<file path="src/shared/dcc_pkg.sv">
package dcc_pkg;

  localparam int DATA_W = 8;
  localparam int PIN_W = 5;
  localparam int ADR_W = 12;

  // register indices; byte address is four times the index
  localparam logic [9:0] CTL_IDX = 10'h01F;
  localparam logic [9:0] FLAG_IDX = 10'h00C;
  localparam logic [9:0] ENA_IDX = 10'h08C;
  localparam logic [9:0] IRQC_IDX = 10'h00B;
  localparam logic [9:0] DIR_IDX = 10'h085;
  localparam logic [9:0] PORT_IDX = 10'h005;

  // field positions
  localparam int CTL_TWO_RES_BIT = 7;
  localparam int CTL_ONE_RES_BIT = 6;
  localparam int CTL_TWO_INV_BIT = 5;
  localparam int CTL_ONE_INV_BIT = 4;
  localparam int CTL_SWITCH_BIT = 3;
  localparam int CTL_MODE_LSB = 0;
  localparam int FLAG_CMP_BIT = 6;
  localparam int ENA_CMP_BIT = 6;
  localparam int IRQC_GLOBAL_BIT = 7;
  localparam int IRQC_PERIPH_BIT = 6;

  // values after reset
  localparam logic [2:0] MODE_RESET_VAL = 3'h0;
  localparam logic [1:0] INV_RESET = 2'h0;
  localparam logic FLAG_RESET = 1'b0;
  localparam logic ENA_RESET = 1'b0;
  localparam logic [PIN_W-1:0] DIR_RESET = 5'h1F;
  localparam logic [PIN_W-1:0] LATCH_RESET = 5'h00;

  typedef enum logic [2:0] {
    MODE_RESET      = 3'h0,
    MODE_THREE_MUX  = 3'h1,
    MODE_VREF       = 3'h2,
    MODE_SHARED     = 3'h3,
    MODE_INDEP      = 3'h4,
    MODE_ONE_ONLY   = 3'h5,
    MODE_SHARED_OUT = 3'h6,
    MODE_OFF        = 3'h7
  } dcc_mode_t;

  // analog input selects; pin codes equal the pin number
  typedef enum logic [2:0] {
    SEL_PIN0 = 3'h0,
    SEL_PIN1 = 3'h1,
    SEL_PIN2 = 3'h2,
    SEL_PIN3 = 3'h3,
    SEL_VREF = 3'h4,
    SEL_NONE = 3'h7
  } dcc_sel_t;

endpackage : dcc_pkg

</file>
<file path="src/core/dcc_top.sv">
// The Wishbone register port was left to the implementer.
`timescale 1ns/1ps
// Overview of operation
// - status bit high when positive input exceeds negative, flipped by inversion; bits 7,6.
// - three-bit mode field in control bits 2:0 picks one of eight modes.
// - mode 011 uses pins 0,1 as negative inputs, pin 2 shared positive.
// - mode 010 feeds the internal reference to both positive inputs.
// - output status bits are read-only; writes leave them alone.
// - modes 110 and 001 route raw comparator outputs onto pins 3 and 4.
// - direction bits still gate driving of pins 3 and 4.
// - port read returns 0 for pins used as analog inputs, except pin 3 when the switch bit selects it in mode 001.
// - change flag, bit 6, sets when outputs differ from latched reference.
// - writing one to the change flag sets it; writing zero clears it only in a cycle with no mismatch.
// - interrupt reaches the processor only with all three enables set.
// - change flag sets regardless of interrupt enables.
// - a change coinciding with a control access is still flagged against the old reference.
// - any control register access latches outputs as the reference.
// - flag keeps re-setting while the mismatch persists.
// - reset returns control register to mode 000, comparators off.
// - mode 111 turns comparators off; active modes keep running in sleep.
// - waking from sleep leaves the control register unchanged.
module dcc_top
  import dcc_pkg::*;
(
  input wire logic SYS_CLK,
  input wire logic RST,
  input wire logic [ADR_W-1:0] ADR_I,
  input wire logic [31:0] DAT_I,
  output logic [31:0] DAT_O,
  input wire logic WE_I,
  input wire logic [3:0] SEL_I,
  input wire logic STB_I,
  input wire logic CYC_I,
  output logic ACK_O,
  input wire logic CMP_ONE_RAW,
  input wire logic CMP_TWO_RAW,
  output logic CMP_ONE_EN,
  output logic CMP_TWO_EN,
  output dcc_sel_t CMP_ONE_POS_SEL,
  output dcc_sel_t CMP_ONE_NEG_SEL,
  output dcc_sel_t CMP_TWO_POS_SEL,
  output dcc_sel_t CMP_TWO_NEG_SEL,
  input wire logic [PIN_W-1:0] PA_IN,
  output logic [PIN_W-1:0] PA_OUT,
  output logic [PIN_W-1:0] PA_OE_N,
  output logic [3:0] PA_ANALOG,
  output logic IRQ,
  output logic WAKE_REQ
);

  dcc_mode_t comparator_mode_field;
  logic input_switch_sel;
  logic cmp_one_invert;
  logic cmp_two_invert;
  logic comparator_change_flag;
  logic comparator_irq_enable;
  logic peripheral_irq_enable;
  logic global_irq_enable;
  logic [PIN_W-1:0] dir_r;
  logic [PIN_W-1:0] latch_r;
  logic [1:0] ref_r;
  logic ack_r;
  logic [31:0] dat_r;
  logic pin_out_en_r;
  logic [3:0] analog_r;
  logic irq_r;
  logic wake_r;

  dcc_sel_t one_pos_nxt;
  dcc_sel_t one_neg_nxt;
  dcc_sel_t two_pos_nxt;
  dcc_sel_t two_neg_nxt;
  logic one_on_nxt;
  logic two_on_nxt;
  logic [3:0] analog_nxt;
  logic pin_out_en_nxt;

  logic req;
  logic wr;
  logic [9:0] idx;
  logic hit_ctl;
  logic hit_flag;
  logic hit_ena;
  logic hit_irqc;
  logic hit_dir;
  logic hit_port;
  logic [7:0] rd_mux;
  logic cmp_one_out;
  logic cmp_two_out;
  logic [1:0] cmp_sync;
  logic mismatch;
  logic [PIN_W-1:0] port_rd;

  // ---- bus slave: one registered ack per request
  assign req = CYC_I & STB_I & ~ack_r;
  assign wr = req & WE_I & SEL_I[0];
  assign idx = ADR_I[ADR_W-1:2];
  always_comb begin
    hit_ctl = 1'b0;
    hit_flag = 1'b0;
    hit_ena = 1'b0;
    hit_irqc = 1'b0;
    hit_dir = 1'b0;
    hit_port = 1'b0;
    if (idx == CTL_IDX) begin
      hit_ctl = 1'b1;
    end else if (idx == FLAG_IDX) begin
      hit_flag = 1'b1;
    end else if (idx == ENA_IDX) begin
      hit_ena = 1'b1;
    end else if (idx == IRQC_IDX) begin
      hit_irqc = 1'b1;
    end else if (idx == DIR_IDX) begin
      hit_dir = 1'b1;
    end else if (idx == PORT_IDX) begin
      hit_port = 1'b1;
    end
  end

  always_ff @(posedge SYS_CLK) begin
    if (RST) begin
      ack_r <= 1'b0;
    end else begin
      ack_r <= req;
    end
  end

  // ---- raw comparator path, inversion applied before pins and sync
  assign cmp_one_out = (CMP_ONE_RAW & CMP_ONE_EN) ^ cmp_one_invert;
  assign cmp_two_out = (CMP_TWO_RAW & CMP_TWO_EN) ^ cmp_two_invert;

  dcc_sync #(
    .WIDTH(2)
  ) u_sync (
    .sys_clk(SYS_CLK),
    .rst(RST),
    .async_in({cmp_two_out, cmp_one_out}),
    .sync_out(cmp_sync)
  );

  // analog inputs read as zero; pin 4 is never analog
  assign port_rd = PA_IN & ~{1'b0, analog_r};

  always_comb begin
    rd_mux = 8'h00;
    if (hit_ctl) begin
      // status bits come only from the synchroniser, never from a write
      rd_mux = {cmp_sync, cmp_two_invert, cmp_one_invert, input_switch_sel,
                comparator_mode_field};
    end else if (hit_flag) begin
      rd_mux[FLAG_CMP_BIT] = comparator_change_flag;
    end else if (hit_ena) begin
      rd_mux[ENA_CMP_BIT] = comparator_irq_enable;
    end else if (hit_irqc) begin
      rd_mux[IRQC_GLOBAL_BIT] = global_irq_enable;
      rd_mux[IRQC_PERIPH_BIT] = peripheral_irq_enable;
    end else if (hit_dir) begin
      rd_mux = {3'h0, dir_r};
    end else if (hit_port) begin
      rd_mux = {3'h0, port_rd};
    end
  end

  always_ff @(posedge SYS_CLK) begin
    if (RST) begin
      dat_r <= 32'h0000_0000;
    end else if (req && !WE_I) begin
      dat_r <= {24'h00_0000, rd_mux};
    end else begin
      dat_r <= 32'h0000_0000;
    end
  end

  // ---- control register; only writes and sync reset change it, sleep does not
  always_ff @(posedge SYS_CLK) begin
    if (RST) begin
      comparator_mode_field <= MODE_RESET;
      input_switch_sel <= 1'b0;
      cmp_one_invert <= INV_RESET[0];
      cmp_two_invert <= INV_RESET[1];
    end else if (wr && hit_ctl) begin
      comparator_mode_field <= dcc_mode_t'(DAT_I[CTL_MODE_LSB +: 3]);
      input_switch_sel <= DAT_I[CTL_SWITCH_BIT];
      cmp_one_invert <= DAT_I[CTL_ONE_INV_BIT];
      cmp_two_invert <= DAT_I[CTL_TWO_INV_BIT];
    end
  end

  // ---- change detection: any control register access re-arms the reference
  always_ff @(posedge SYS_CLK) begin
    if (RST) begin
      ref_r <= 2'h0;
    end else if (req && hit_ctl) begin
      ref_r <= cmp_sync;
    end
  end

  // a change landing on the access edge is still flagged via the old reference
  assign mismatch = (cmp_sync != ref_r);

  always_ff @(posedge SYS_CLK) begin
    if (RST) begin
      comparator_change_flag <= FLAG_RESET;
    end else if (mismatch) begin
      comparator_change_flag <= 1'b1;
    end else if (wr && hit_flag) begin
      comparator_change_flag <= DAT_I[FLAG_CMP_BIT];
    end
  end

  always_ff @(posedge SYS_CLK) begin
    if (RST) begin
      comparator_irq_enable <= ENA_RESET;
      peripheral_irq_enable <= ENA_RESET;
      global_irq_enable <= ENA_RESET;
    end else if (wr && hit_ena) begin
      comparator_irq_enable <= DAT_I[ENA_CMP_BIT];
    end else if (wr && hit_irqc) begin
      global_irq_enable <= DAT_I[IRQC_GLOBAL_BIT];
      peripheral_irq_enable <= DAT_I[IRQC_PERIPH_BIT];
    end
  end

  always_ff @(posedge SYS_CLK) begin
    if (RST) begin
      dir_r <= DIR_RESET;
      latch_r <= LATCH_RESET;
    end else if (wr && hit_dir) begin
      dir_r <= DAT_I[PIN_W-1:0];
    end else if (wr && hit_port) begin
      latch_r <= DAT_I[PIN_W-1:0];
    end
  end

  // ---- routing, registered onto the analog selects
  dcc_route u_route (
    .mode(comparator_mode_field),
    .input_switch_sel(input_switch_sel),
    .one_pos(one_pos_nxt),
    .one_neg(one_neg_nxt),
    .two_pos(two_pos_nxt),
    .two_neg(two_neg_nxt),
    .one_on(one_on_nxt),
    .two_on(two_on_nxt),
    .analog_mask(analog_nxt),
    .pin_out_en(pin_out_en_nxt)
  );

  always_ff @(posedge SYS_CLK) begin
    if (RST) begin
      CMP_ONE_POS_SEL <= SEL_NONE;
      CMP_ONE_NEG_SEL <= SEL_NONE;
      CMP_TWO_POS_SEL <= SEL_NONE;
      CMP_TWO_NEG_SEL <= SEL_NONE;
      CMP_ONE_EN <= 1'b0;
      CMP_TWO_EN <= 1'b0;
      analog_r <= 4'hF;
      pin_out_en_r <= 1'b0;
    end else begin
      CMP_ONE_POS_SEL <= one_pos_nxt;
      CMP_ONE_NEG_SEL <= one_neg_nxt;
      CMP_TWO_POS_SEL <= two_pos_nxt;
      CMP_TWO_NEG_SEL <= two_neg_nxt;
      CMP_ONE_EN <= one_on_nxt;
      CMP_TWO_EN <= two_on_nxt;
      analog_r <= analog_nxt;
      pin_out_en_r <= pin_out_en_nxt;
    end
  end

  // ---- interrupt gating; flag and wake keep working in sleep
  always_ff @(posedge SYS_CLK) begin
    if (RST) begin
      irq_r <= 1'b0;
      wake_r <= 1'b0;
    end else begin
      irq_r <= comparator_change_flag & comparator_irq_enable &
               peripheral_irq_enable & global_irq_enable;
      wake_r <= comparator_change_flag & comparator_irq_enable;
    end
  end

  // pins 3,4 carry the unsynchronised result, so they bypass any flop
  assign PA_OUT = {pin_out_en_r ? cmp_two_out : latch_r[4],
                   pin_out_en_r ? cmp_one_out : latch_r[3],
                   latch_r[2:0]};
  assign PA_OE_N = dir_r;
  assign PA_ANALOG = analog_r;
  assign ACK_O = ack_r;
  assign DAT_O = dat_r;
  assign IRQ = irq_r;
  assign WAKE_REQ = wake_r;

  // ---- checks
  a_flag_on_change: assert property (@(posedge SYS_CLK) disable iff (RST)
    mismatch |=> comparator_change_flag)
    else $error("change flag not set on mismatch");
  a_flag_no_enable: assert property (@(posedge SYS_CLK) disable iff (RST)
    (mismatch && !comparator_irq_enable && !global_irq_enable) |-> ##1 comparator_change_flag)
    else $error("change flag gated by enables");
  a_flag_clear_blocked: assert property (@(posedge SYS_CLK) disable iff (RST)
    (mismatch && wr && hit_flag && !DAT_I[FLAG_CMP_BIT]) |=> comparator_change_flag)
    else $error("flag cleared during mismatch");
  a_flag_soft_set: assert property (@(posedge SYS_CLK) disable iff (RST)
    (wr && hit_flag && DAT_I[FLAG_CMP_BIT]) |=> comparator_change_flag)
    else $error("software set of flag lost");
  a_ref_latch: assert property (@(posedge SYS_CLK) disable iff (RST)
    (req && hit_ctl) |=> (ref_r == $past(cmp_sync)))
    else $error("reference not latched on access");
  a_status_read: assert property (@(posedge SYS_CLK) disable iff (RST)
    (req && hit_ctl && !WE_I) |=> (ACK_O && DAT_O[7:6] == $past(cmp_sync)))
    else $error("status bits wrong on read");
  a_irq_gating: assert property (@(posedge SYS_CLK) disable iff (RST)
    ##1 (IRQ == $past(comparator_change_flag && comparator_irq_enable &&
                     peripheral_irq_enable && global_irq_enable)))
    else $error("interrupt gating wrong");
  a_vref_select: assert property (@(posedge SYS_CLK) disable iff (RST)
    (comparator_mode_field == MODE_VREF) |=>
      (CMP_ONE_POS_SEL == SEL_VREF && CMP_TWO_POS_SEL == SEL_VREF))
    else $error("reference not on positive inputs");
  a_mode_reset: assert property (@(posedge SYS_CLK)
    $past(RST) |-> (comparator_mode_field == MODE_RESET && !CMP_ONE_EN))
    else $error("mode not reset");
  a_ack_single: assert property (@(posedge SYS_CLK) disable iff (RST)
    ACK_O |=> !ACK_O)
    else $error("ack held beyond one cycle");

endmodule : dcc_top

</file>
<file path="src/core/dcc_sync.sv">
`timescale 1ns/1ps
module dcc_sync
  import dcc_pkg::*;
#(
  parameter int WIDTH = 2
) (
  input wire logic sys_clk,
  input wire logic rst,
  input wire logic [WIDTH-1:0] async_in,
  output logic [WIDTH-1:0] sync_out
);

  logic [WIDTH-1:0] stage_one_r;
  logic [WIDTH-1:0] stage_two_r;

  genvar i;
  generate
    for (i = 0; i < WIDTH; i++) begin : g_bit
      always_ff @(posedge sys_clk) begin
        if (rst) begin
          stage_one_r[i] <= 1'b0;
          stage_two_r[i] <= 1'b0;
        end else begin
          stage_one_r[i] <= async_in[i];
          stage_two_r[i] <= stage_one_r[i];
        end
      end
    end
  endgenerate

  assign sync_out = stage_two_r;

endmodule : dcc_sync

</file>
<file path="src/core/dcc_route.sv">
`timescale 1ns/1ps
module dcc_route
  import dcc_pkg::*;
(
  input wire dcc_mode_t mode,
  input wire logic input_switch_sel,
  output dcc_sel_t one_pos,
  output dcc_sel_t one_neg,
  output dcc_sel_t two_pos,
  output dcc_sel_t two_neg,
  output logic one_on,
  output logic two_on,
  output logic [3:0] analog_mask,
  output logic pin_out_en
);

  always_comb begin
    one_pos = SEL_NONE;
    one_neg = SEL_NONE;
    two_pos = SEL_NONE;
    two_neg = SEL_NONE;
    one_on = 1'b0;
    two_on = 1'b0;
    analog_mask = 4'hF;
    pin_out_en = 1'b0;
    case (mode)
      MODE_RESET: begin
        analog_mask = 4'hF;
      end
      MODE_THREE_MUX: begin
        one_neg = input_switch_sel ? SEL_PIN3 : SEL_PIN0;
        one_pos = SEL_PIN2;
        two_neg = SEL_PIN1;
        two_pos = SEL_PIN2;
        one_on = 1'b1;
        two_on = 1'b1;
        analog_mask = 4'h7;
        pin_out_en = 1'b1;
      end
      MODE_VREF: begin
        one_pos = SEL_VREF;
        two_pos = SEL_VREF;
        one_neg = input_switch_sel ? SEL_PIN3 : SEL_PIN0;
        two_neg = input_switch_sel ? SEL_PIN2 : SEL_PIN1;
        one_on = 1'b1;
        two_on = 1'b1;
        analog_mask = 4'hF;
      end
      MODE_SHARED: begin
        one_neg = SEL_PIN0;
        two_neg = SEL_PIN1;
        one_pos = SEL_PIN2;
        two_pos = SEL_PIN2;
        one_on = 1'b1;
        two_on = 1'b1;
        analog_mask = 4'h7;
      end
      MODE_INDEP: begin
        one_neg = SEL_PIN0;
        one_pos = SEL_PIN3;
        two_neg = SEL_PIN1;
        two_pos = SEL_PIN2;
        one_on = 1'b1;
        two_on = 1'b1;
        analog_mask = 4'hF;
      end
      MODE_ONE_ONLY: begin
        two_neg = SEL_PIN1;
        two_pos = SEL_PIN2;
        two_on = 1'b1;
        analog_mask = 4'h6;
      end
      MODE_SHARED_OUT: begin
        one_neg = SEL_PIN0;
        two_neg = SEL_PIN1;
        one_pos = SEL_PIN2;
        two_pos = SEL_PIN2;
        one_on = 1'b1;
        two_on = 1'b1;
        analog_mask = 4'h7;
        pin_out_en = 1'b1;
      end
      MODE_OFF: begin
        analog_mask = 4'h0;
      end
      default: begin
        analog_mask = 4'hF;
      end
    endcase
  end

endmodule : dcc_route

</file>
<file path="config.mk">
export PLATFORM = sky130hd
export DESIGN_NAME = dcc_top
export DESIGN_NICKNAME = d
export VERILOG_FILES = /design/src/shared/dcc_pkg.sv /design/src/core/dcc_top.sv /design/src/core/dcc_sync.sv /design/src/core/dcc_route.sv
export SDC_FILE = /design/constraint.sdc
export NUM_CORES = 1
export LEC_CHECK = 0
export ABC_AREA = 1
export CAP_MARGIN = 20
export CORE_MARGIN = 2
export CORE_UTILIZATION = 55
export DETAILED_ROUTE_END_ITERATION = 8
export DONT_BUFFER_PORTS = 1
export PLACE_DENSITY = 0.75
export SYNTH_ARGS = -nofsm -noshare
export SYNTH_HDL_FRONTEND = slang
export SYNTH_HIERARCHICAL = 1
export SYNTH_SLANG_ARGS = --single-unit
export TNS_END_PERCENT = 1
</file>
<file path="constraint.sdc">
create_clock -name SYS_CLK -period 1.6 [get_ports SYS_CLK]
set_input_delay 0.08 -clock SYS_CLK [delete_from_list [all_inputs] [get_ports SYS_CLK]]
set_output_delay 0.08 -clock SYS_CLK [all_outputs]
set_load 0.05 [all_outputs]
</file>
==> metrics.md, run 1 <==
| Metric | Value |
|---|---|
| H-Tree Depth | 2 |
| Pwr Total | 2.40 mW |
| WP data arrival | 1.67 ns |
| Post-layout util | 0.624 |
| Yosys cell types | 35 |
| Root Buffer | clkbuf_8 |
| Die Wd | 74.4 um |
| Multi-input gate area in the final layout | 1230 sq um |
| Critical path capture point type | flop |
| CORE AREA | 4750 sq um |
| Status | finished clean |
| Num Clock Sinks | 56 |
| Final period utilization | 0.913 |
| Dpl cell area | 2770 sq um |
| Max-cap violations | 0 |
| R2R Path Start | comparator_mode_field[2]$_SDFFE_PP0P_ |
| First-pass GRT wire length | 8450 um |
| # rows | 25 |
| Wire per inst | 12.4 um |
| PortBufs | 0 |
| Remaining global-route overflow | 0 |
| Die area | 5540 sq um |
| Post-CTS setup buffer count | 0 |
| Post-DP HPWL | 4080 um |
| GPL Wtd Cong | 0.820 |
| Clock transition at path regs | 0.10 ns |
| CTS buffer count | 5 |
| Synthesized area | 2730 sq um |
| Lkg Pwr | 1.36 nW |
| Fin crit period | 1.46 ns |
| Worst hold path class | input pin to flop |
| Nets | 427 |
| Die Y-Extent | 74.4 um |
| Design Area, Final | 2970 sq um |
| Worst path required time | 1.81 ns |
| Gr usage total | 0.201 |
| Via count of the routed design | 2,078 |
| Vias per cell | 4.80 |
| GRT Max-Usage Layer | met2 |
| Placed Cells | 415 |
| Post-route ant nets | 0 |
| Finished Layout Cells | 433 |
| Power Density | 808 nW/um^2 |
| # IOs | 123 |
| Startpoint types | flop |
| Fmax achieved | 0.685 GHz |
| Total negative slack | 0 ns |
| Most frequent cells in the layout | 56 x dfxtp_1, 56 x nand2_1, 49 x inv_1 |
| Reg2Reg Setup Slack | 0.14 ns |
| Final setup skew | 0.00818 ns |
| CP startpoint | comparator_mode_field[2]$_SDFFE_PP0P_ |
| CTS tree | yes |
| Met2 Resource Use GR | 0.362 |
| Mapped Cells | 344 |
| Syn_area_per_cell | 7.93 sq um |
| Max Buffers Root-to-Sink | 2 |
| ANT cells | 0 |
| Initial cell density of the core | 0.574 |
| CP endpoint | CMP_ONE_POS_SEL[2]$_SDFF_PP1_ |
| WL final | 5370 um |
| CP max FO | 8 |
| Reg-to-Reg End | CMP_ONE_POS_SEL[2]$_SDFF_PP1_ |
| Kind of critical path | flop to flop |
| Met3 usage | 0.0420 |
| Vias in the first global route | 1,854 |
| First drt pass iteration count | 4 |
| Layout cells sized above 1 | 0.205 |
| Clk Latency, worst-skew pair | 0.31 ns |
| Initial antenna violation count | 0 |
| Worst VDD drop | 0.000421 V |
| YS warnings | 6 |
| Flop and latch count out of synthesis | 56 |
| R2R depth | 3 |
| DRT iter0 DRCs | 84 |
| Hold Fails Final Rpt | 0 |
| Register Area | 1120 sq um |
| Largest net degree at the start of global routing | 38 |
| Met1 GRT Util | 0.240 |
| Fillers | 446 |
| Drt drc | 0 |
| Syn-to-layout area delta | 8.80% |
| Unrepaired setup endpoints after global routing | false |
| Seq/Total Area, Yosys | 0.411 |
| Slew Viols, Final | 0 |
| Endpoints failing setup | 0 |
## kinds of logic after synthesis
family                     synth area share
buffers and inverters                 0.170
muxes                               0.00825
DFF                                   0.411
AOI/OAI and AO/OA                    0.0834
adders and majority gates           0.00917
xor gates and xnor gates            0.00642
and+or+nand+nor                       0.310
other                               0.00137
## worst min path at each step
stage,from,end,slack (ns),depth (start not counted)
2_1_floorplan,RST,u_sync/sync_out[0]$_SDFF_PP0_,0.15,1
3_3_place_gp,RST,ACK_O$_SDFF_PP0_,0.16,1
3_5_place_dp,RST,ACK_O$_SDFF_PP0_,0.16,1
4_1_cts,CMP_TWO_RAW,u_sync/stage_one_r[1]$_SDFF_PP0_,0.01,4
5_1_grt,RST,comparator_mode_field[2]$_SDFFE_PP0P_,0.03,2
6_report,CMP_TWO_RAW,u_sync/stage_one_r[1]$_SDFF_PP0_,0.03,4
## cells in the mapped netlist
master     n  area, sq um
a211oi_1   1         7.51
nand3_4    1         17.5
nand3_1   12         60.1
dfxtp_1   56         1120
or2_2     18          113
mux2_2     2         22.5
nand4_1    8         50.1
or2_1      1         6.26
clkbuf_1   4         15.0
inv_4      1         6.26
nor2_8     3         60.1
or2_4      1         8.76
o211ai_2   2         25.0
nor2_1    30          113
a211oi_2   2         25.0
nor2_2     1         6.26
nor3_1     6         30.0
inv_2      4         15.0
nor2_4     5         56.3
nand2_4    3         33.8
ha_1       2         25.0
o211ai_1   6         45.0
nor3_2     4         40.0
o21ai_1    1         5.00
buf_4     31          233
xor2_1     1         8.76
inv_1     49          184
nand3b_1   4         30.0
nand2_1   56          210
o21ai_0    7         35.0
xnor2_1    1         8.76
conb_1     1         3.75
nand2_2    2         12.5
a21oi_1   17         85.1
buf_6      1         11.3
## metrics by stage
stage	setup slack [ns]	hold WS, ns
floorplan	0.169	0.151
global placement	0.197	0.157
detailed placement	0.184	0.159
CTS	0.149	0.0144
global route	0.0652	0.0295
finish	0.139	0.0262
## registers in the layout, summed over array words and instances (netlist names), 2 cells and up
| signal | count |
|---|---|
| ref_r | 2 |
| CMP_TWO_POS_SEL | 3 |
| CMP_TWO_NEG_SEL | 3 |
| PA_OE_N | 5 |
| latch_r | 5 |
| PA_ANALOG | 4 |
| u_sync/sync_out | 2 |
| comparator_mode_field | 3 |
| DAT_O | 8 |
| CMP_ONE_POS_SEL | 3 |
| u_sync/stage_one_r | 2 |
| CMP_ONE_NEG_SEL | 3 |
## report_power, final
part	total, mW	switching [mW]	leakage, nW	internal (mW)
Combinational	0.229	0.190	0.857	0.0382
Clock	0.775	0.460	0.0485	0.314
Sequential	1.39	0.00113	0.452	1.39
## repair_timing
item / CTS / global route
setup endpoints to repair: 0 / 0
hold buffers: 10 / 0
endpoints found under the hold margin: 49 / 0
gates resized for setup: 0 / 0
## per-layer routing
| layer | up-vias | routed length [um] |
|---|---|---|
| li1 | 1060 | - |
| met1 | 937 | 2240 |
| met2 | 75 | 2690 |
| met3 | 6 | 376 |
| met4 | 0 | 67 |
| met5 | - | 0 |
## worst max-delay path: stages (launching register included)
cell and delay, ns:
dfxtp_1 0.56, ha_1 0.32, or2_1 0.22, or2_2 0.26
## layout make-up
type                            instances  area share
Clock buffer                            5      0.0232
Clock inverter                          3     0.00759
Inverter                               54      0.0691
Multi-Input combinational cell        221       0.414
Sequential cell                        56       0.378
Tap cell                               67      0.0282
Timing Repair Buffer                   27      0.0801
Note: power is estimated with default switching activity, not from simulation.
==> inputs of run 2 (changes only) <==
--- a/config.mk
+++ b/config.mk
@@ -14,6 +14,5 @@
 export PLACE_DENSITY = 0.75
 export SYNTH_ARGS = -nofsm -noshare
 export SYNTH_HDL_FRONTEND = slang
-export SYNTH_HIERARCHICAL = 1
 export SYNTH_SLANG_ARGS = --single-unit
 export TNS_END_PERCENT = 1
==> metrics.md, run 2 <==
| Metric | Value |
|---|---|
| Ys flop type | dfxtp_1 |
| Die area | 5080 sq um (-8.3%) |
| Via count of the routed design | 2,073 (-0.24%) |
| Most instantiated cells after synthesis | 76 x nand2_1, 53 x dfxtp_1, 47 x nor2_1 |
| Max-cap violations | 0 (unchanged) |
| Post-synthesis adder-cell area fraction | 0 (-0.00917) |
| Main combinational cell family by area after synthesis | simple AND/OR/NAND/NOR gates |
| Syn_area_per_cell | 7.35 sq um (-7.4%) |
| Most frequent cell after synthesis | nand2_1 |
| Initial cell density of the core | 0.572 (-0.00182) |
| Worst hold path class | input pin to flop |
| Worst VDD drop | 0.000473 V (+12%) |
| CORE AREA | 4350 sq um (-8.4%) |
| Gr usage total | 0.206 (+0.00548) |
| Mapped Cells | 339 (-1.5%) |
| Root Buffer | clkbuf_8 |
| Clk Latency, worst-skew pair | 0.31 ns (about the same) |
| WL final | 5200 um (-3.2%) |
| Yosys cell types | 26 (-26%) |
| YS warnings | 0 (-6) |
| Final setup skew | 0.00672 ns (-0.00147 ns) |
| Total negative slack | 0 ns (unchanged) |
| Max Buffers Root-to-Sink | 2 (unchanged) |
| Vias in the first global route | 1,893 (+2.1%) |
| Vias per cell | 4.94 (+2.8%) |
| Fin crit period | 1.39 ns (-0.0688 ns) |
| Largest net degree at the start of global routing | 25 (-34%) |
| Slowest CP cell | dfxtp_1 |
| Hold_ws | 0.0196 ns (-0.00654 ns) |
| Post-synthesis simple-gate area fraction | 0.347 (+0.0362) |
| Status | finished clean |
| Nets | 428 (+0.23%) |
| CP Cell Sequence | nand2_1 > xor2_1 > inv_1 > a21oi_1 > buf_4 |
| H-Tree Depth | 2 (unchanged) |
| Critical path capture point type | output pin |
| Endpoints failing setup | 0 (unchanged) |
| Die Wd | 71.3 um (-4.2%) |
| # rows | 24 (-4.0%) |
| ANT cells | 0 (unchanged) |
| Max reg flops | 8 (unchanged) |
| Xor-xnor portion of the synthesized cell area | 0.0141 (+0.00764) |
| First drt pass iteration count | 4 (unchanged) |
| Drt drc | 0 (unchanged) |
| Slew headroom | 0.608 |
| Seq/Total Area, Yosys | 0.426 (+0.0151) |
| Synth Area in Compound Gates | 0.0331 (-0.0503) |
| Area contributors post-synth | dfxtp_1 43%, nand2_1 11%, buf_4 9.3% |
| CP max FO | 2 (-6) |
| Layout cells sized above 1 | 0.147 (-0.0582) |
| Fmax achieved | 0.718 GHz (+4.9%) |
| WP data arrival | 1.31 ns (-0.36 ns) |
| # IOs | 123 (unchanged) |
| Dpl ws | 0.279 ns (+0.0951 ns) |
| Setup slack after layout | 0.208 ns (+0.0688 ns) |
| Slew Viols, Final | 0 (unchanged) |
| Top-area cell type share of the netlist area | 0.426 (+0.0151) |
| Clock transition at path regs | 0.09 ns (about the same) |
| Startpoint types | flop |
| Post-route ant nets | 0 (unchanged) |
| Fillers | 377 (-15%) |
| Post-synth EDFFs | 0 (unchanged) |
| Power Density | 875 nW/um^2 (+8.3%) |
| CP Buf/Inv Count | 2 (+2) |
| Final period utilization | 0.870 (-0.0430) |
| Multi-input gate area in the final layout | 1070 sq um (-13%) |
| Commonest non-fill, non-tap cell in the layout | nand2_1 |
| CP startpoint | CMP_TWO_EN$_SDFF_PP0_ |
| CTS buffer count | 5 (unchanged) |
| CP max stage delay | 0.32 ns (-0.24 ns) |
| Post-layout util | 0.638 (+0.0132) |
| Initial antenna violation count | 0 (unchanged) |
| PortBufs | 0 (unchanged) |
| Delay-heaviest family, CP | flip-flops |
| Hold Fails Final Rpt | 0 (unchanged) |
| Hold path start | RST |
| Die Y-Extent | 71.3 um (-4.2%) |
| DRT iter0 DRCs | 166 (+98%) |
| Lkg Pwr | 1.30 nW (-4.2%) |
| Register Area | 1060 sq um (-5.4%) |
| GPL Wtd Cong | 0.948 (+16%) |
| Mux contribution to synthesized area | 0 (-0.00825) |
| Leading area contributor after synthesis | dfxtp_1 |
| Most frequent cells in the layout | 76 x nand2_1, 53 x dfxtp_1, 47 x nor2_1 |
| Post-DP HPWL | 3830 um (-6.1%) |
| Placed Cells | 401 (-3.4%) |
| CTS tree | yes |
| R2R Path Start | ACK_O$_SDFF_PP0_ |
| Num Clock Sinks | 53 (-5.4%) |
| Finished Layout Cells | 420 (-3.0%) |
| Syn-to-layout area delta | 11.5% |
| Synth async-reset ratio | 0 (unchanged) |
| Post-CTS sizing | 0 (unchanged) |
| Pwr Total | 2.43 mW (+1.3%) |
| Synthesized area | 2490 sq um (-8.7%) |
| Wire per inst | 12.4 um (-0.19%) |
| Worst path required time | 1.52 ns (-0.29 ns) |
| Reg2Reg Setup Slack | 0.26 ns (+0.12 ns) |
| Unrepaired setup endpoints after global routing | false |
| Remaining global-route overflow | 0 (unchanged) |
| Design Area, Final | 2780 sq um (-6.5%) |
| Dpl cell area | 2550 sq um (-7.8%) |
| Kind of critical path | flop to output pin |
| Actual transition at the worst max-transition pin | 0.586 ns |
| First-pass GRT wire length | 8340 um (-1.3%) |
| Flop and latch count out of synthesis | 53 (-5.4%) |
run 2: cell count changes in the layout (fill, tap and decap cells not counted), moves of 5 or more:
cell      delta
inv_1        -8
o21ai_0      -5
nand3_2      +5
nor2_1      +17
nand2_1     +20
o211ai_1     -5
a21oi_1      -5
buf_4        +5
nand3_1     +19
or2_2       -18
run 2: cells by family (layout without fill, tap and decap cells):
kind of cell	count (synthesis)	count (layout)
AO/OA/AOI/OAI	16	16
flip-flops	53	53
other	1	24
buffers and inverters	80	86
AND/OR/NAND/NOR	185	185
XOR/XNOR	4	4
run 2: report_power, final:
part | switching, mW | internal (mW)
clock network | 0.416 | 0.455
registers | 0.000628 | 1.32
logic | 0.196 | 0.0435
total | 0.612 | 1.82
run 2: path summary, 6_finish.rpt:
path,endpoint,depth (start not counted)
worst min-delay path,CMP_ONE_EN$_SDFF_PP0_,3
worst max-delay path,PA_OUT[4],5
worst max register to register,cmp_two_invert$_SDFFE_PP0P_,7
worst min register to register,u_sync.sync_out[1]$_SDFF_PP0_,2
run 2: final cells by class:
cell class	instances	area share
multi-input combinational	229	0.387
sequential	53	0.382
timing repair buffer	35	0.110
inverter	44	0.0599
clock buffer	5	0.0248
tap	52	0.0234
clock inverter	2	0.0126
run 2: per-layer routing:
metal	share of wire	up-vias	routed length [um]	GRT usage
met5	0	-	0	0
met4	0.021	0	111	0.0943
met3	0.074	8	386	0.0422
met2	0.47	82	2470	0.353
met1	0.43	938	2240	0.249
li1	-	1045	-	-
run 2: worst min-delay path: cells and delay by family:
family / cells / cell delay (ns)
AO/OA/AOI/OAI: 1 / 0.09
buffers and inverters: 1 / 0.03
AND/OR/NAND/NOR: 1 / 0.08
run 2: what timing repair did:
action | in CTS | in global routing
hold endpoints to repair | 27 | 0
setup buffers | 0 | 0
hold buffers | 12 | 0
==> inputs of run 3 (changes only) <==
--- a/config.mk
+++ b/config.mk
@@ -11,6 +11,7 @@
 export CORE_UTILIZATION = 55
 export DETAILED_ROUTE_END_ITERATION = 8
 export DONT_BUFFER_PORTS = 1
+export MAX_ROUTING_LAYER = met4
 export PLACE_DENSITY = 0.75
 export SYNTH_ARGS = -nofsm -noshare
 export SYNTH_HDL_FRONTEND = slang
==> metrics.md, run 3 (same netlist as run 2, synthesis figures left out) <==
| Metric | Value |
|---|---|
| H-Tree Depth | 2 (unchanged) |
| Fin crit period | 1.43 ns (+0.0406 ns) |
| Die Y-Extent | 71.3 um (unchanged) |
| Most frequent cells in the layout | 76 x nand2_1, 53 x dfxtp_1, 47 x nor2_1 |
| ANT cells | 0 (unchanged) |
| Clk Latency, worst-skew pair | 0.31 ns (about the same) |
| R2R depth | 8 (+1) |
| CTS tree | yes |
| Hold Fails Final Rpt | 0 (unchanged) |
| Endpoints failing setup | 0 (unchanged) |
| CORE AREA | 4350 sq um (unchanged) |
| Slew Viols, Final | 0 (unchanged) |
| Startpoint types | flop |
| Gr usage total | 0.217 (+0.0105) |
| Final period utilization | 0.895 (+0.0254) |
| First drt pass iteration count | 5 (+1) |
| Root Buffer | clkbuf_8 |
| Hold path start | RST |
| Setup slack after layout | 0.167 ns (-0.0406 ns) |
| Actual transition at the worst max-transition pin | 0.587 ns (+0.00112 ns) |
| GPL Wtd Cong | 0.960 (+1.3%) |
| Fmax achieved | 0.698 GHz (-2.8%) |
| Max Buffers Root-to-Sink | 2 (unchanged) |
| CTS buffer count | 5 (unchanged) |
| Via count of the routed design | 2,086 (+0.63%) |
| Clock transition at path regs | 0.10 ns (about the same) |
| First-pass GRT wire length | 8550 um (+2.6%) |
| # IOs | 123 (unchanged) |
| Largest net degree at the start of global routing | 25 (unchanged) |
| Reg-to-Reg End | latch_r[0]$_SDFFE_PP0P_ |
| Status | finished clean |
| Initial antenna violation count | 0 (unchanged) |
| Post-route ant nets | 0 (unchanged) |
| Syn-to-layout area delta | 10.9% |
| Critical path capture point type | output pin |
| DRT iter0 DRCs | 173 (+4.2%) |
| Dpl ws | 0.262 ns (-0.0170 ns) |
| Post-CTS sizing | 0 (unchanged) |
| Max reg flops | 8 (unchanged) |
| Unrepaired setup endpoints after global routing | false |
| Hold_ws | 0.0107 ns (-0.00895 ns) |
| Worst path required time | 1.52 ns (about the same) |
| Drt drc | 0 (unchanged) |
| Kind of critical path | flop to output pin |
| Reg2Reg Setup Slack | 0.25 ns (about the same) |
| PortBufs | 0 (unchanged) |
| Vias per cell | 4.95 (+0.39%) |
| CP max FO | 2 (unchanged) |
| # rows | 24 (unchanged) |
| Lkg Pwr | 1.29 nW (-0.85%) |
| Commonest non-fill, non-tap cell in the layout | nand2_1 |
| WL final | 5260 um (+1.0%) |
| Max-cap violations | 0 (unchanged) |
| R2R Path Start | ACK_O$_SDFF_PP0_ |
| Wire per inst | 12.5 um (+0.78%) |
| Remaining global-route overflow | 0 (unchanged) |
| Worst hold path class | input pin to flop |
| Slew headroom | 0.607 (-0.000750) |
| Nets | 428 (unchanged) |
| Hold path cells | 3 (unchanged) |
| Final setup skew | 0.00470 ns (-0.00202 ns) |
| WP data arrival | 1.35 ns (+0.04 ns) |
| Num Clock Sinks | 53 (unchanged) |
| WHS Endpoint | CMP_ONE_EN$_SDFF_PP0_ |
| Power Density | 839 nW/um^2 (-4.1%) |
| Initial cell density of the core | 0.572 (unchanged) |
| Die Wd | 71.3 um (unchanged) |
| Finished Layout Cells | 421 (+0.24%) |
| Placed Cells | 401 (unchanged) |
| Die area | 5080 sq um (unchanged) |
| Vias in the first global route | 1,894 (+0.053%) |
| Worst VDD drop | 0.000548 V (+16%) |
| Layout cells sized above 1 | 0.149 (+0.00231) |
| Post-DP HPWL | 3920 um (+2.3%) |
run 3: critical path, cell delays in order (launching register included):
cell	delay, ns
dfxtp_1	0.32
inv_1	0.10
xor2_1	0.15
inv_1	0.07
a21oi_1	0.18
buf_4	0.23
run 3: repair_timing:
| item | 4_1_cts | 5_1_grt |
|---|---|---|
| hold buffers | 12 | 0 |
| endpoints found under the hold margin | 27 | 0 |
| buffers inserted | 0 | 0 |
run 3: worst max path at each step:
stage	startpoint	end	slack, ns
detailed placement	ACK_O$_SDFF_PP0_	latch_r[4]$_SDFFE_PP0P_	0.26
global route	cmp_two_invert$_SDFFE_PP0P_	PA_OUT[4]	0.04
floorplan	CMP_TWO_EN$_SDFF_PP0_	PA_OUT[4]	-0.17
finish	cmp_two_invert$_SDFFE_PP0P_	PA_OUT[4]	0.17
CTS	CMP_TWO_EN$_SDFF_PP0_	PA_OUT[4]	0.20
global placement	ACK_O$_SDFF_PP0_	latch_r[0]$_SDFFE_PP0P_	0.31
run 3: layer usage:
metal  track usage  vias to the layer above  part of all wire
li1              -                     1047                 -
met1         0.263                      930              0.42
met2         0.353                       96              0.48
met3        0.0323                       13             0.072
met4         0.105                        0             0.029
met5             -                        -                 0
run 3: report_power, final:
| group | leakage [nW] | internal, mW | total [mW] | switching (mW) |
|---|---|---|---|---|
| Combinational | 0.818 | 0.0436 | 0.239 | 0.195 |
| Clock | 0.0445 | 0.311 | 0.760 | 0.449 |
| Sequential | 0.428 | 1.32 | 1.32 | 0.000624 |
run 3: through the flow:
stage,utilization,area [sq um],power (mW),TNS (ns)
after floorplan,-,2580,1.59,-0.173
after global routing,0.634,2760,2.41,0
after global placement,0.586,2550,1.55,0
final,0.634,2760,2.32,0
after CTS,0.634,2760,2.32,0
after detailed placement,0.586,2550,1.55,0
run 3: area by class of cell:
| class | count | area [sq um] |
|---|---|---|
| clock buffer | 5 | 68.8 |
| clock inverter | 3 | 21.3 |
| fill | 397 | 1590 |
| inverter | 44 | 166 |
| multi-input combinational | 229 | 1070 |
| sequential | 53 | 1060 |
| tap | 52 | 65.1 |
| timing repair buffer | 35 | 305 |
